File: src/verilog/pmw_pkg.sv
// Constants and carrier types for the program memory data window
package pmw_pkg;
	localparam int DS_AW = 8;
	localparam int DS_DW = 8;
	localparam int OFS_W = 6;
	localparam int BASE_W = 7;
	localparam int PM_AW = OFS_W + BASE_W;
	localparam logic [DS_AW-1:0] WIN_LO = 8'h40;
	localparam logic [DS_AW-1:0] WIN_HI = 8'h7f;
	localparam logic [DS_AW-1:0] WINDOW_BASE_SELECT_ADDR = 8'hc9;
	localparam int BASE_LSB = 0;
	localparam int BASE_MSB = 6;
	localparam logic [PM_AW-1:0] PM_TOP = 13'h1fff;
	localparam logic [PM_AW-1:0] PM_ADDR_RST = 13'h0000;
	localparam logic [DS_DW-1:0] RDATA_RST = 8'h00;

	// One data-space access from the core
	typedef struct packed {
		logic [DS_AW-1:0] addr;
		logic [DS_DW-1:0] wdata;
		logic rd;
		logic wr;
	} pmw_ds_req_t;

	// Read answer back to the core
	typedef struct packed {
		logic [DS_DW-1:0] rdata;
		logic rvalid;
	} pmw_ds_rsp_t;

	// Fetch request toward the program memory array
	typedef struct packed {
		logic [PM_AW-1:0] addr;
		logic rd;
	} pmw_pm_req_t;

	function automatic logic pmw_in_window(input logic [DS_AW-1:0] a);
		return (a >= WIN_LO) && (a <= WIN_HI);
	endfunction
endpackage

File: src/verilog/pmw_window.sv
// Program memory data window: maps data space 40h-7Fh onto program memory
//
// What this block does
// Reads at data addresses 40h..7Fh return a program-memory byte.
// Window reaches any program byte from 0000h to 1FFFh.
// Window moves only in 64-byte steps set by the last base write.
// Base register takes ordinary data-space writes at address C9h.
// Program address is base bits above the six low data-address bits.
// Base register survives reset; its power-up value is undefined.
// Software writes the base register before any window read.
// Base register holds bits 6-0; bit 7 is unused.
// Software never reads it nor uses single-bit instructions on it.
// Interrupt handlers avoid it, or keep a RAM shadow written first.
// Written bit 7 is dropped and never affects address formation.
`timescale 1ns/1ns
`default_nettype none
module pmw_window (
	input wire logic clk,
	input wire logic srst,
	input wire logic ce,
	input wire pmw_pkg::pmw_ds_req_t ds_req,
	output pmw_pkg::pmw_ds_rsp_t ds_rsp,
	output pmw_pkg::pmw_pm_req_t pm_req,
	input wire logic [pmw_pkg::DS_DW-1:0] pm_rdata
);
	logic base_hit;
	logic win_hit;
	logic [pmw_pkg::BASE_W-1:0] window_base_bits;
	logic [pmw_pkg::PM_AW-1:0] next_pm_addr;
	logic base_known;

	// Base register address match, shared by the decode and the checks
	function automatic logic is_base_addr(input logic [pmw_pkg::DS_AW-1:0] a);
		return a == pmw_pkg::WINDOW_BASE_SELECT_ADDR;
	endfunction

	// A read of the base address is not decoded: the register is write only
	assign base_hit = ds_req.wr && is_base_addr(ds_req.addr);
	assign win_hit = ds_req.rd && pmw_pkg::pmw_in_window(ds_req.addr);

	// Base bits on top, offset below: 64-byte granules over 13 bits
	for (genvar gi = 0; gi < pmw_pkg::PM_AW; gi++) begin : g_addr
		if (gi < pmw_pkg::OFS_W) begin : g_ofs
			assign next_pm_addr[gi] = ds_req.addr[gi];
		end else begin : g_base
			assign next_pm_addr[gi] =
				window_base_bits[gi - pmw_pkg::OFS_W];
		end
	end

	pmw_base_reg u_base (
		.clk(clk),
		.ce(ce),
		.wr_en(base_hit),
		.wdata(ds_req.wdata),
		.window_base_bits(window_base_bits)
	);

	// Stage one: present the fetch address to program memory.
	// Reset waits for the enable too, so a frozen core keeps its state.
	always_ff @(posedge clk) begin
		if (ce) begin
			if (srst) begin
				pm_req.rd <= 1'b0;
				pm_req.addr <= pmw_pkg::PM_ADDR_RST;
			end else begin
				pm_req.rd <= win_hit;
				if (win_hit) begin
					pm_req.addr <= next_pm_addr;
				end
			end
		end
	end

	// Stage two: array answers in the same cycle; capture for the core
	always_ff @(posedge clk) begin
		if (ce) begin
			if (srst) begin
				ds_rsp.rvalid <= 1'b0;
				ds_rsp.rdata <= pmw_pkg::RDATA_RST;
			end else begin
				ds_rsp.rvalid <= pm_req.rd;
				if (pm_req.rd) begin
					ds_rsp.rdata <= pm_rdata;
				end
			end
		end
	end

	// Helper for assertions only: base has been loaded since power-up
	always_ff @(posedge clk) begin
		if (ce && base_hit) begin
			base_known <= 1'b1;
		end else if (base_known !== 1'b1) begin
			base_known <= 1'b0;
		end
	end
endmodule
`default_nettype wire

File: src/verilog/pmw_base_reg.sv
// Window base select register, write only and never reset
`timescale 1ns/1ns
`default_nettype none
module pmw_base_reg (
	input wire logic clk,
	input wire logic ce,
	input wire logic wr_en,
	input wire logic [pmw_pkg::DS_DW-1:0] wdata,
	output logic [pmw_pkg::BASE_W-1:0] window_base_bits
);
	// No reset term: software must load it before the first window read
	always_ff @(posedge clk) begin
		if (ce && wr_en) begin
			window_base_bits <= wdata[pmw_pkg::BASE_MSB:pmw_pkg::BASE_LSB];
		end
	end
endmodule
`default_nettype wire

File: config.mk
export PLATFORM = sky130hd
export DESIGN_NAME = pmw_window
export DESIGN_NICKNAME = d
export VERILOG_FILES = /design/src/verilog/pmw_pkg.sv /design/src/verilog/pmw_window.sv /design/src/verilog/pmw_base_reg.sv
export SDC_FILE = /design/constraint.sdc
export NUM_CORES = 1
export LEC_CHECK = 0
export BUFFER_PORTS_ARGS = -buffer_cell sky130_fd_sc_hd__buf_4
export CORE_AREA = 2 2 52 54
export CTS_BUF_LIST = sky130_fd_sc_hd__clkbuf_4
export DETAILED_ROUTE_END_ITERATION = 8
export DIE_AREA = 0 0 54 56
export GPL_TIMING_DRIVEN = 0
export PLACE_DENSITY = 0.82
export SETUP_SLACK_MARGIN = 0.15
export SLEW_MARGIN = 20
export SYNTH_ARGS = -nofsm -noshare
export SYNTH_HDL_FRONTEND = slang
export SYNTH_SLANG_ARGS = --single-unit
File: constraint.sdc
create_clock -name clk -period 1.2 [get_ports clk]
set_clock_uncertainty 0.1 [all_clocks]
set_input_delay 0.06 -clock clk [delete_from_list [all_inputs] [get_ports clk]]
set_output_delay 0.06 -clock clk [all_outputs]
set_load 0.02 [all_outputs]
==> metrics.txt, run 1 <==
Post-Synth Simple-Gate Area 0.169; num rows 18; first-pass GRT wire length 4.10 mm; largest family of logic cells by synthesized area simple AND/OR/NAND/NOR gates; vias per cell 4.89; vias in the first global route 853; post-route cell area 0.00187 mm²; # IOs 52; setup ws final 0.0707 ns; most frequent cells after synthesis edfxtp_1, nor2b_1, and2b_1, and4bb_1, o21a_1; Slew Limit Fails 0; total track usage 0.200; Layout area overhead 67.7%; Crit Path Max Fanout 3; Iter 0 DRT Violations 15; worst endpoint data arrival time 0.97 ns; Top Layer Used met4; fin util 0.771; worst slack, placed -0.0822 ns; DRC viols 0; gpl congestion 0.656; Worst Path Class, Setup flop to output pin; Cell variety after synth 9; Die Y 56 µm; drt wl/cell 17.9 µm; Highest Clock Rate 0.885 GHz; Final #Nets 171; global route total overflow 0; Clock Path Buffers 2; First-pass DRT Iterations 4; Avg Inst Size Synth 18.3 µm²; Initial Utilization 0.459; CTS buffer count 5; TritonCTS clock tree done; Syn. warnings 0; CP Data Required Time 1.04 ns; top-count cell post-synth edfxtp_1; proportion of synthesized area in mux cells 0; Core Box Area 0.00243 mm²; startpoint class of the critical path flop; top cell type's share of synthesized area 0.806; Fill cells 130; Root Driver clkbuf_4; H-tree depth 2; Slew @ Worst Pin 0.339 ns; Met1 Wirelength 1.24 mm; # setup viols final 0; Fin Setup TNS 0 ns; Skew-Pair Late Insertion Delay 0.32 ns; Post-Syn Nets 90; ant diodes 0; met2 WL 1.56 mm; metal3 WL 193 µm; Final ANT Viol Nets 0; XOR/XNOR Fraction of Synth Area 0; CTS sink count 30; Yosys top cell by area edfxtp_1; IO Port Bufs 50; Top FF cell, synth edfxtp_1; status complete, no violations; Post-DP HPWL 1.63 mm; RSZ-0062 raised after global routing yes; nature of the critical path endpoint output pin; final hold viol count 0; ys async rst share 0; ranking of synthesized cells by area edfxtp_1, nor2b_1, and4bb_1, and2b_1, o21a_1; CP max stage delay 0.48 ns; Lkg Pwr 0.000771 µW; Critical path buffers and inverters 1; Period Utilization, post-route 0.941; clock slew at the register clock pins of the worst setup and hold paths 0.09 ns; max-capacitance violation count 0; register bit count reported by yosys 30; Rel. slew slack 0.774; Post-Synth Adder-Cell Area 0; fin crit period 1.13 ns; cell area after synthesis 0.00112 mm²; Cell Chain, Critical Path buf_6; register area share after synthesis 0.806; Crit path max-delay family flip-flops; Post-Route WL 3.06 mm; full die area 0.00302 mm²; layout cell share with drive strength beyond 1 0.426; pin count of the biggest net entering global routing 14; synthesized instance count 61; maximum vdd drop 1.17 mV; Die X 54 µm; post-synthesis compound-gate area fraction 0.0134; Post-synth EDFFs 30; vias 837; antenna violations before repair 0; pwr/cell area 1110 mW/mm²; DP Area 0.00154 mm²; Tightest Hold Check Type input pin to flop; Slowest-stage cell, CP edfxtp_1
-- flip-flops by register name (all words and copies together) (netlist names) --
| register | count |
|---|---|
| ds_rsp | 9 |
| pm_req | 14 |
| u_base.window_base_bits | 7 |
-- through the flow --
stage	instances	power [µW]	hold slack, ns
4_1_cts	170	2050	0.0355
3_3_place_gp	141	1470	0.139
3_5_place_dp	141	1480	0.139
2_1_floorplan	61	1340	0.0589
6_report	171	2070	0.0512
5_1_grt	171	2160	0.0534
-- logic make-up after synthesis --
| kind of cell | after synthesis |
|---|---|
| buffers and inverters | 2 |
| flip-flops | 30 |
| AO/OA/AOI/OAI | 2 |
| AND/OR/NAND/NOR | 27 |
-- path summary, 6_finish.rpt --
check | from | endpoint | slack (ns) | cells after the start
worst max register to register | pm_req[0] | ds_rsp[0] | 0.07 | 2
worst max-delay path | pm_req[0] | pm_req[0] | 0.07 | 1
worst min register to register | u_base.window_base_bits[0] | pm_req[7] | 0.44 | 1
worst min-delay path | srst | ds_rsp[8] | 0.05 | 2
-- routing by layer --
| metal | global-route usage | up-vias |
|---|---|---|
| met5 | 0 | - |
| met3 | 0.0484 | 6 |
| met4 | 0.118 | 0 |
| met1 | 0.224 | 399 |
| li1 | - | 381 |
| met2 | 0.331 | 51 |
-- report_power, final --
part	total, µW	internal [µW]	switching, µW	leakage (µW)
combinational	334	194	141	0.000458
clock	516	200	316	0.0000246
sequential	1220	1200	20.9	0.000289
total	2070	1590	478	0.000771
-- repair_timing --
item,4_1_cts,5_1_grt
hold buffers,23,0
setup buffers,0,1
hold endpoints to repair,26,0
gates resized for setup,2,13
endpoints found under the setup margin,2,23
-- cell type report --
type | count | area [µm²] | area share
sequential | 30 | 901 | 0.481
timing repair buffer | 74 | 669 | 0.357
multi-input combinational | 29 | 213 | 0.113
clock buffer | 5 | 37.5 | 0.0200
tap | 30 | 37.5 | 0.0200
buffer | 2 | 12.5 | 0.00668
clock inverter | 1 | 3.75 | 0.00200
-- placed cells by master (no fill, tap or decap) --
cell / Yosys / layout
clkinv_1: 0 / 1
o21a_2: 0 / 1
and2b_1: 2 / 2
edfxtp_1: 30 / 30
buf_6: 0 / 15
buf_4: 1 / 37
and4bb_1: 2 / 2
and3b_1: 1 / 1
clkbuf_4: 0 / 5
dlygate4sd3_1: 0 / 23
and4_1: 1 / 1
nor2b_1: 21 / 21
buf_2: 1 / 1
o21a_4: 0 / 1
Note: power is estimated with default switching activity, not from simulation.
==> inputs of run 2 (changes only) <==
==> constraint.sdc (replaced) <==
create_clock -name clk -period 1.2 [get_ports clk]
set_clock_uncertainty 0.1 [all_clocks]
set_input_delay 0 -clock clk [delete_from_list [all_inputs] [get_ports clk]]
set_output_delay 0 -clock clk [all_outputs]
set_load 0.02 [all_outputs]
==> run 2 against run 1 <==
Final cell count is 0.58% higher; largest cell class unchanged; critical endpoint is now ds_rsp[8]; total power grew 0.62%; wire length down 15%.
==> metrics.txt, run 2 (same netlist as run 1, synthesis figures left out) <==
Rel. slew slack 0.652 (-0.122); Period Utilization, post-route 0.896 (-0.0451); CP Data Required Time 1.17 ns (+0.13 ns); ant diodes 0 (unchanged); Critical path buffers and inverters 0 (-1); pin count of the biggest net entering global routing 14 (unchanged); nature of the critical path endpoint flop; vias in the first global route 803 (-5.9%); Highest Clock Rate 0.930 GHz (+5.0%); setup bufs post-CTS 0 (unchanged); fin util 0.752 (-0.0185); DP Area 0.00154 mm² (about the same); drt wl/cell 15.1 µm (-15%); most common cell after layout, fill and taps aside buf_4; biggest regs pm_req x14, ds_rsp x9, u_base.window_base_bits x7; total track usage 0.198 (-0.00153); Slew @ Worst Pin 0.522 ns (+0.183 ns); vias per cell 4.52 (-7.6%); final hold viol count 0 (unchanged); startpoint class of the critical path flop; Root Driver clkbuf_4; worst endpoint data arrival time 1.05 ns (+0.08 ns); Skew-Pair Late Insertion Delay 0.31 ns (about the same); # IOs 52 (unchanged); layout cell share with drive strength beyond 1 0.423 (-0.00300); Non-Filler Instances 172 (+0.58%); Tightest Hold Check Type input pin to flop; post-route cell area 0.00183 mm² (-2.4%); Die Y 56 µm (unchanged); CTS buffer count 5 (unchanged); max FFs per register 14 (unchanged); status complete, no violations; Post-Route WL 2.61 mm (-15%); pwr/cell area 1140 mW/mm² (+3.1%); # setup viols final 0 (unchanged); Layout area overhead 63.7%; max-capacitance violation count 0 (unchanged); Final #Nets 170 (-0.58%); H-tree depth 2 (unchanged); Fin Setup TNS 0 ns (unchanged); Die X 54 µm (unchanged); Initial Utilization 0.459 (unchanged); maximum vdd drop 0.833 mV (-29%); global route total overflow 0 (unchanged); largest reg by FF count pm_req; full die area 0.00302 mm² (unchanged); Iter 0 DRT Violations 20 (+5); num rows 18 (unchanged); commonest cells after routing, fill and taps aside buf_4, edfxtp_1, dlygate4sd3_1, nor2b_1, clkbuf_4; Clock Path Buffers 2 (unchanged); First-pass DRT Iterations 4 (unchanged); vias 778 (-7.0%); CTS sink count 30 (unchanged); RSZ-0062 raised after global routing yes; gpl congestion 0.618 (-5.9%); first-pass GRT wire length 4.00 mm (-2.3%); CP max stage delay 0.46 ns (-0.02 ns); Lkg Pwr 0.000759 µW (-1.6%); Worst Path Class, Setup flop to flop; Slowest-stage cell, CP edfxtp_1; Cell Chain, Critical Path o21a_4; Slew Limit Fails 0 (unchanged); TritonCTS clock tree done; final hold slack 0.0167 ns (-0.0345 ns); Final ANT Viol Nets 0 (unchanged); fin crit period 1.08 ns (-0.0542 ns); clock slew at the register clock pins of the worst setup and hold paths 0.10 ns (about the same); Placed Cells 141 (unchanged); Core Box Area 0.00243 mm² (unchanged); antenna violations before repair 0 (unchanged); Crit path max-delay family flip-flops; IO Port Bufs 50 (unchanged); DRC viols 0 (unchanged); Crit Path Max Fanout 8 (+5)
## run 2: worst paths after layout
| check | cells past startpoint | from | slack, ns | end |
|---|---|---|---|---|
| hold reg to reg | 1 | u_base.window_base_bits[2] | 0.44 | pm_req[9] |
| hold / removal | 2 | ce | 0.02 | ds_rsp[1] |
| setup / recovery | 1 | pm_req[0] | 0.12 | ds_rsp[8] |
| setup reg to reg | 1 | pm_req[0] | 0.12 | ds_rsp[8] |
## run 2: area by class of cell
type	count	area, µm²
clock inverters	2	8.76
flip-flops and latches	30	901
repair buffers	73	613
well taps	30	37.5
fillers	144	603
multi-input cells	29	211
clock buffers	6	45.0
plain buffers	2	12.5
## run 2: power breakdown
group | switching, µW | internal [µW] | leakage (µW) | total, µW
logic | 133 | 179 | 0.000437 | 312
registers | 13.5 | 1200 | 0.000289 | 1210
clock network | 317 | 242 | 0.0000331 | 559
## run 2: metal layers
layer  global-route usage  part of all wire
met1                0.252              0.41
met2                0.310              0.50
met3               0.0484             0.065
met4               0.0964             0.016
met5                    0                 0
## run 2: through the flow
stage	total power [µW]	setup WS, ns
after CTS	2100	0.135
after floorplan	1340	0.0935
after global routing	2190	0.109
final	2080	0.125
after detailed placement	1480	-0.119
after global placement	1470	-0.0864
## run 2: repair_timing
item,CTS,global route
pin swaps,0,0
hold buffers,23,0
gates resized for setup,0,2
endpoints found under the hold margin,27,0
endpoints found under the setup margin,4,10
==> inputs of run 3 (changes only) <==
Settings changed: RECOVER_POWER set to 50.
==> run 3 against run 2 <==
Die area did not move; clock power barely moved; combinational power fell by 4%; sequential cell count did not move; register-to-register slack barely moved; fmax barely moved; design area fell by 1.4%; global-route usage did not move; wire length fell by 0.54%; worst hold slack improved by 0.056 ns; non-clock buffer count did not move; highest routed layer unchanged; critical endpoint unchanged; setup slack got worse by 0.00089 ns; largest cell class unchanged.
==> metrics.txt, run 3 (same netlist as run 1, synthesis figures left out) <==
Placed Cells 141 (unchanged); Worst Path Class, Setup flop to flop; Skew-Pair Late Insertion Delay 0.31 ns (about the same); Critical path buffers and inverters 0 (unchanged); Die Y 56 µm (unchanged); max FFs per register 14 (unchanged); Highest Clock Rate 0.929 GHz (about the same); maximum vdd drop 0.828 mV (-0.61%); gpl congestion 0.618 (unchanged); layout cell share with drive strength beyond 1 0.373 (-0.0493); Root Driver clkbuf_4; largest reg by FF count pm_req; Tightest Hold Check Type input pin to flop; RSZ-0062 raised after global routing yes; TritonCTS clock tree done; vias per cell 4.52 (-0.13%); nature of the critical path endpoint flop; Non-Filler Instances 172 (unchanged); CTS buffer count 5 (unchanged); worst endpoint data arrival time 1.05 ns (about the same); post-route cell area 0.00180 mm² (-1.4%); total track usage 0.198 (unchanged); Worst Setup EP ds_rsp[8]; CTS sink count 30 (unchanged); CP Data Required Time 1.17 ns (about the same); DRC viols 0 (unchanged); commonest cells after routing, fill and taps aside edfxtp_1, buf_4, clkbuf_4, dlygate4sd3_1, nor2b_1; H-tree depth 2 (unchanged); Final #Nets 170 (unchanged); worst r2r src pm_req[0]; r2r setup slk 0.12 ns (about the same); Layout area overhead 61.4%; ant diodes 0 (unchanged); clock slew at the register clock pins of the worst setup and hold paths 0.08 ns (-0.02 ns); first-pass GRT wire length 4.00 mm (unchanged); Cell Chain, Critical Path o21a_4; Post-Route WL 2.59 mm (-0.54%); final hold slack 0.0723 ns (+0.0556 ns); global route total overflow 0 (unchanged); setup bufs post-CTS 0 (unchanged); Rel. slew slack 0.652 (about the same); fin util 0.741 (-0.0108); most common cell after layout, fill and taps aside edfxtp_1; Final ANT Viol Nets 0 (unchanged); Initial Utilization 0.459 (unchanged); Core Box Area 0.00243 mm² (unchanged); pwr/cell area 1150 mW/mm² (+0.64%); Storage cell area 901 µm² (unchanged); critical path depth 1 (unchanged); DP Area 0.00154 mm² (unchanged); IO Port Bufs 50 (unchanged); startpoint class of the critical path flop; reg2reg path depth 1 (unchanged); full die area 0.00302 mm² (unchanged); fin crit period 1.08 ns (+0.000888 ns); Slew @ Worst Pin 0.522 ns (+0.0000758 ns); Fill cells 149 (+3.5%); crit path launch pm_req[0]; biggest regs pm_req x14, ds_rsp x9, u_base.window_base_bits x7; First-pass DRT Iterations 4 (unchanged); Slowest-stage cell, CP edfxtp_1; drt wl/cell 15.1 µm (-0.54%); antenna violations before repair 0 (unchanged); Period Utilization, post-route 0.897 (about the same); pin count of the biggest net entering global routing 14 (unchanged); footprint of the multi-input gates 211 µm² (unchanged); # IOs 52 (unchanged); num rows 18 (unchanged); Slew Limit Fails 0 (unchanged); max-capacitance violation count 0 (unchanged); CP max stage delay 0.46 ns (about the same); Die X 54 µm (unchanged); status complete, no violations; Crit path max-delay family flip-flops; Crit Path Max Fanout 8 (unchanged); vias in the first global route 803 (unchanged); # setup viols final 0 (unchanged); final hold viol count 0 (unchanged); Iter 0 DRT Violations 21 (+5.0%); Clock Path Buffers 2 (unchanged); Lkg Pwr 0.000730 µW (-3.8%); worst r2r dst ds_rsp[8]; vias 777 (-0.13%); Final Power 2070 µW (-0.81%)
## run 3: worst min-delay path by stage
stage	from	to	slack [ns]	cells after the start
global route	ce	ds_rsp[1]	0.06	2
floorplan	ds_req[2]	u_base.window_base_bits[0]	-0.001	0
global placement	ds_req[4]	u_base.window_base_bits[2]	0.08	1
detailed placement	ds_req[4]	u_base.window_base_bits[2]	0.08	1
finish	srst	pm_req[4]	0.07	3
CTS	ce	ds_rsp[1]	0.01	2
## run 3: area by class of cell
type	instances	area share
flip-flops and latches	30	0.500
repair buffers	73	0.325
multi-input cells	29	0.117
clock buffers	6	0.0250
well taps	30	0.0208
plain buffers	2	0.00694
clock inverters	2	0.00486
## run 3: routing by layer
layer | share of wire | track usage | routed length, µm | up-vias
li1 | - | - | - | 382
met1 | 0.41 | 0.252 | 1070 | 355
met2 | 0.50 | 0.310 | 1310 | 35
met3 | 0.065 | 0.0484 | 169 | 5
met4 | 0.016 | 0.0964 | 41 | 0
met5 | 0 | 0 | 0 | -
## run 3: what timing repair did
action | 4_1_cts | 5_1_grt
gates cloned | 0 | 0
hold endpoints to repair | 27 | 0
endpoints found under the setup margin | 4 | 10
hold buffers | 23 | 0
resized for setup | 0 | 2
## run 3: per-stage QoR
stage                     setup TNS (ns)  worst slack, ns
after global routing                   0            0.109
after detailed placement           -1.81           -0.119
after CTS                              0            0.135
after global placement             -1.12          -0.0864
after floorplan                        0           0.0935
final                                  0            0.124
## run 3: where the power goes
part           switching [µW]  internal (µW)
sequential               13.3           1200
combinational             133            165
clock                     315            242
## run 3: worst min-delay path: stages
cell      delay [ns]
clkbuf_1        0.09
buf_4           0.17
nor2b_1         0.10
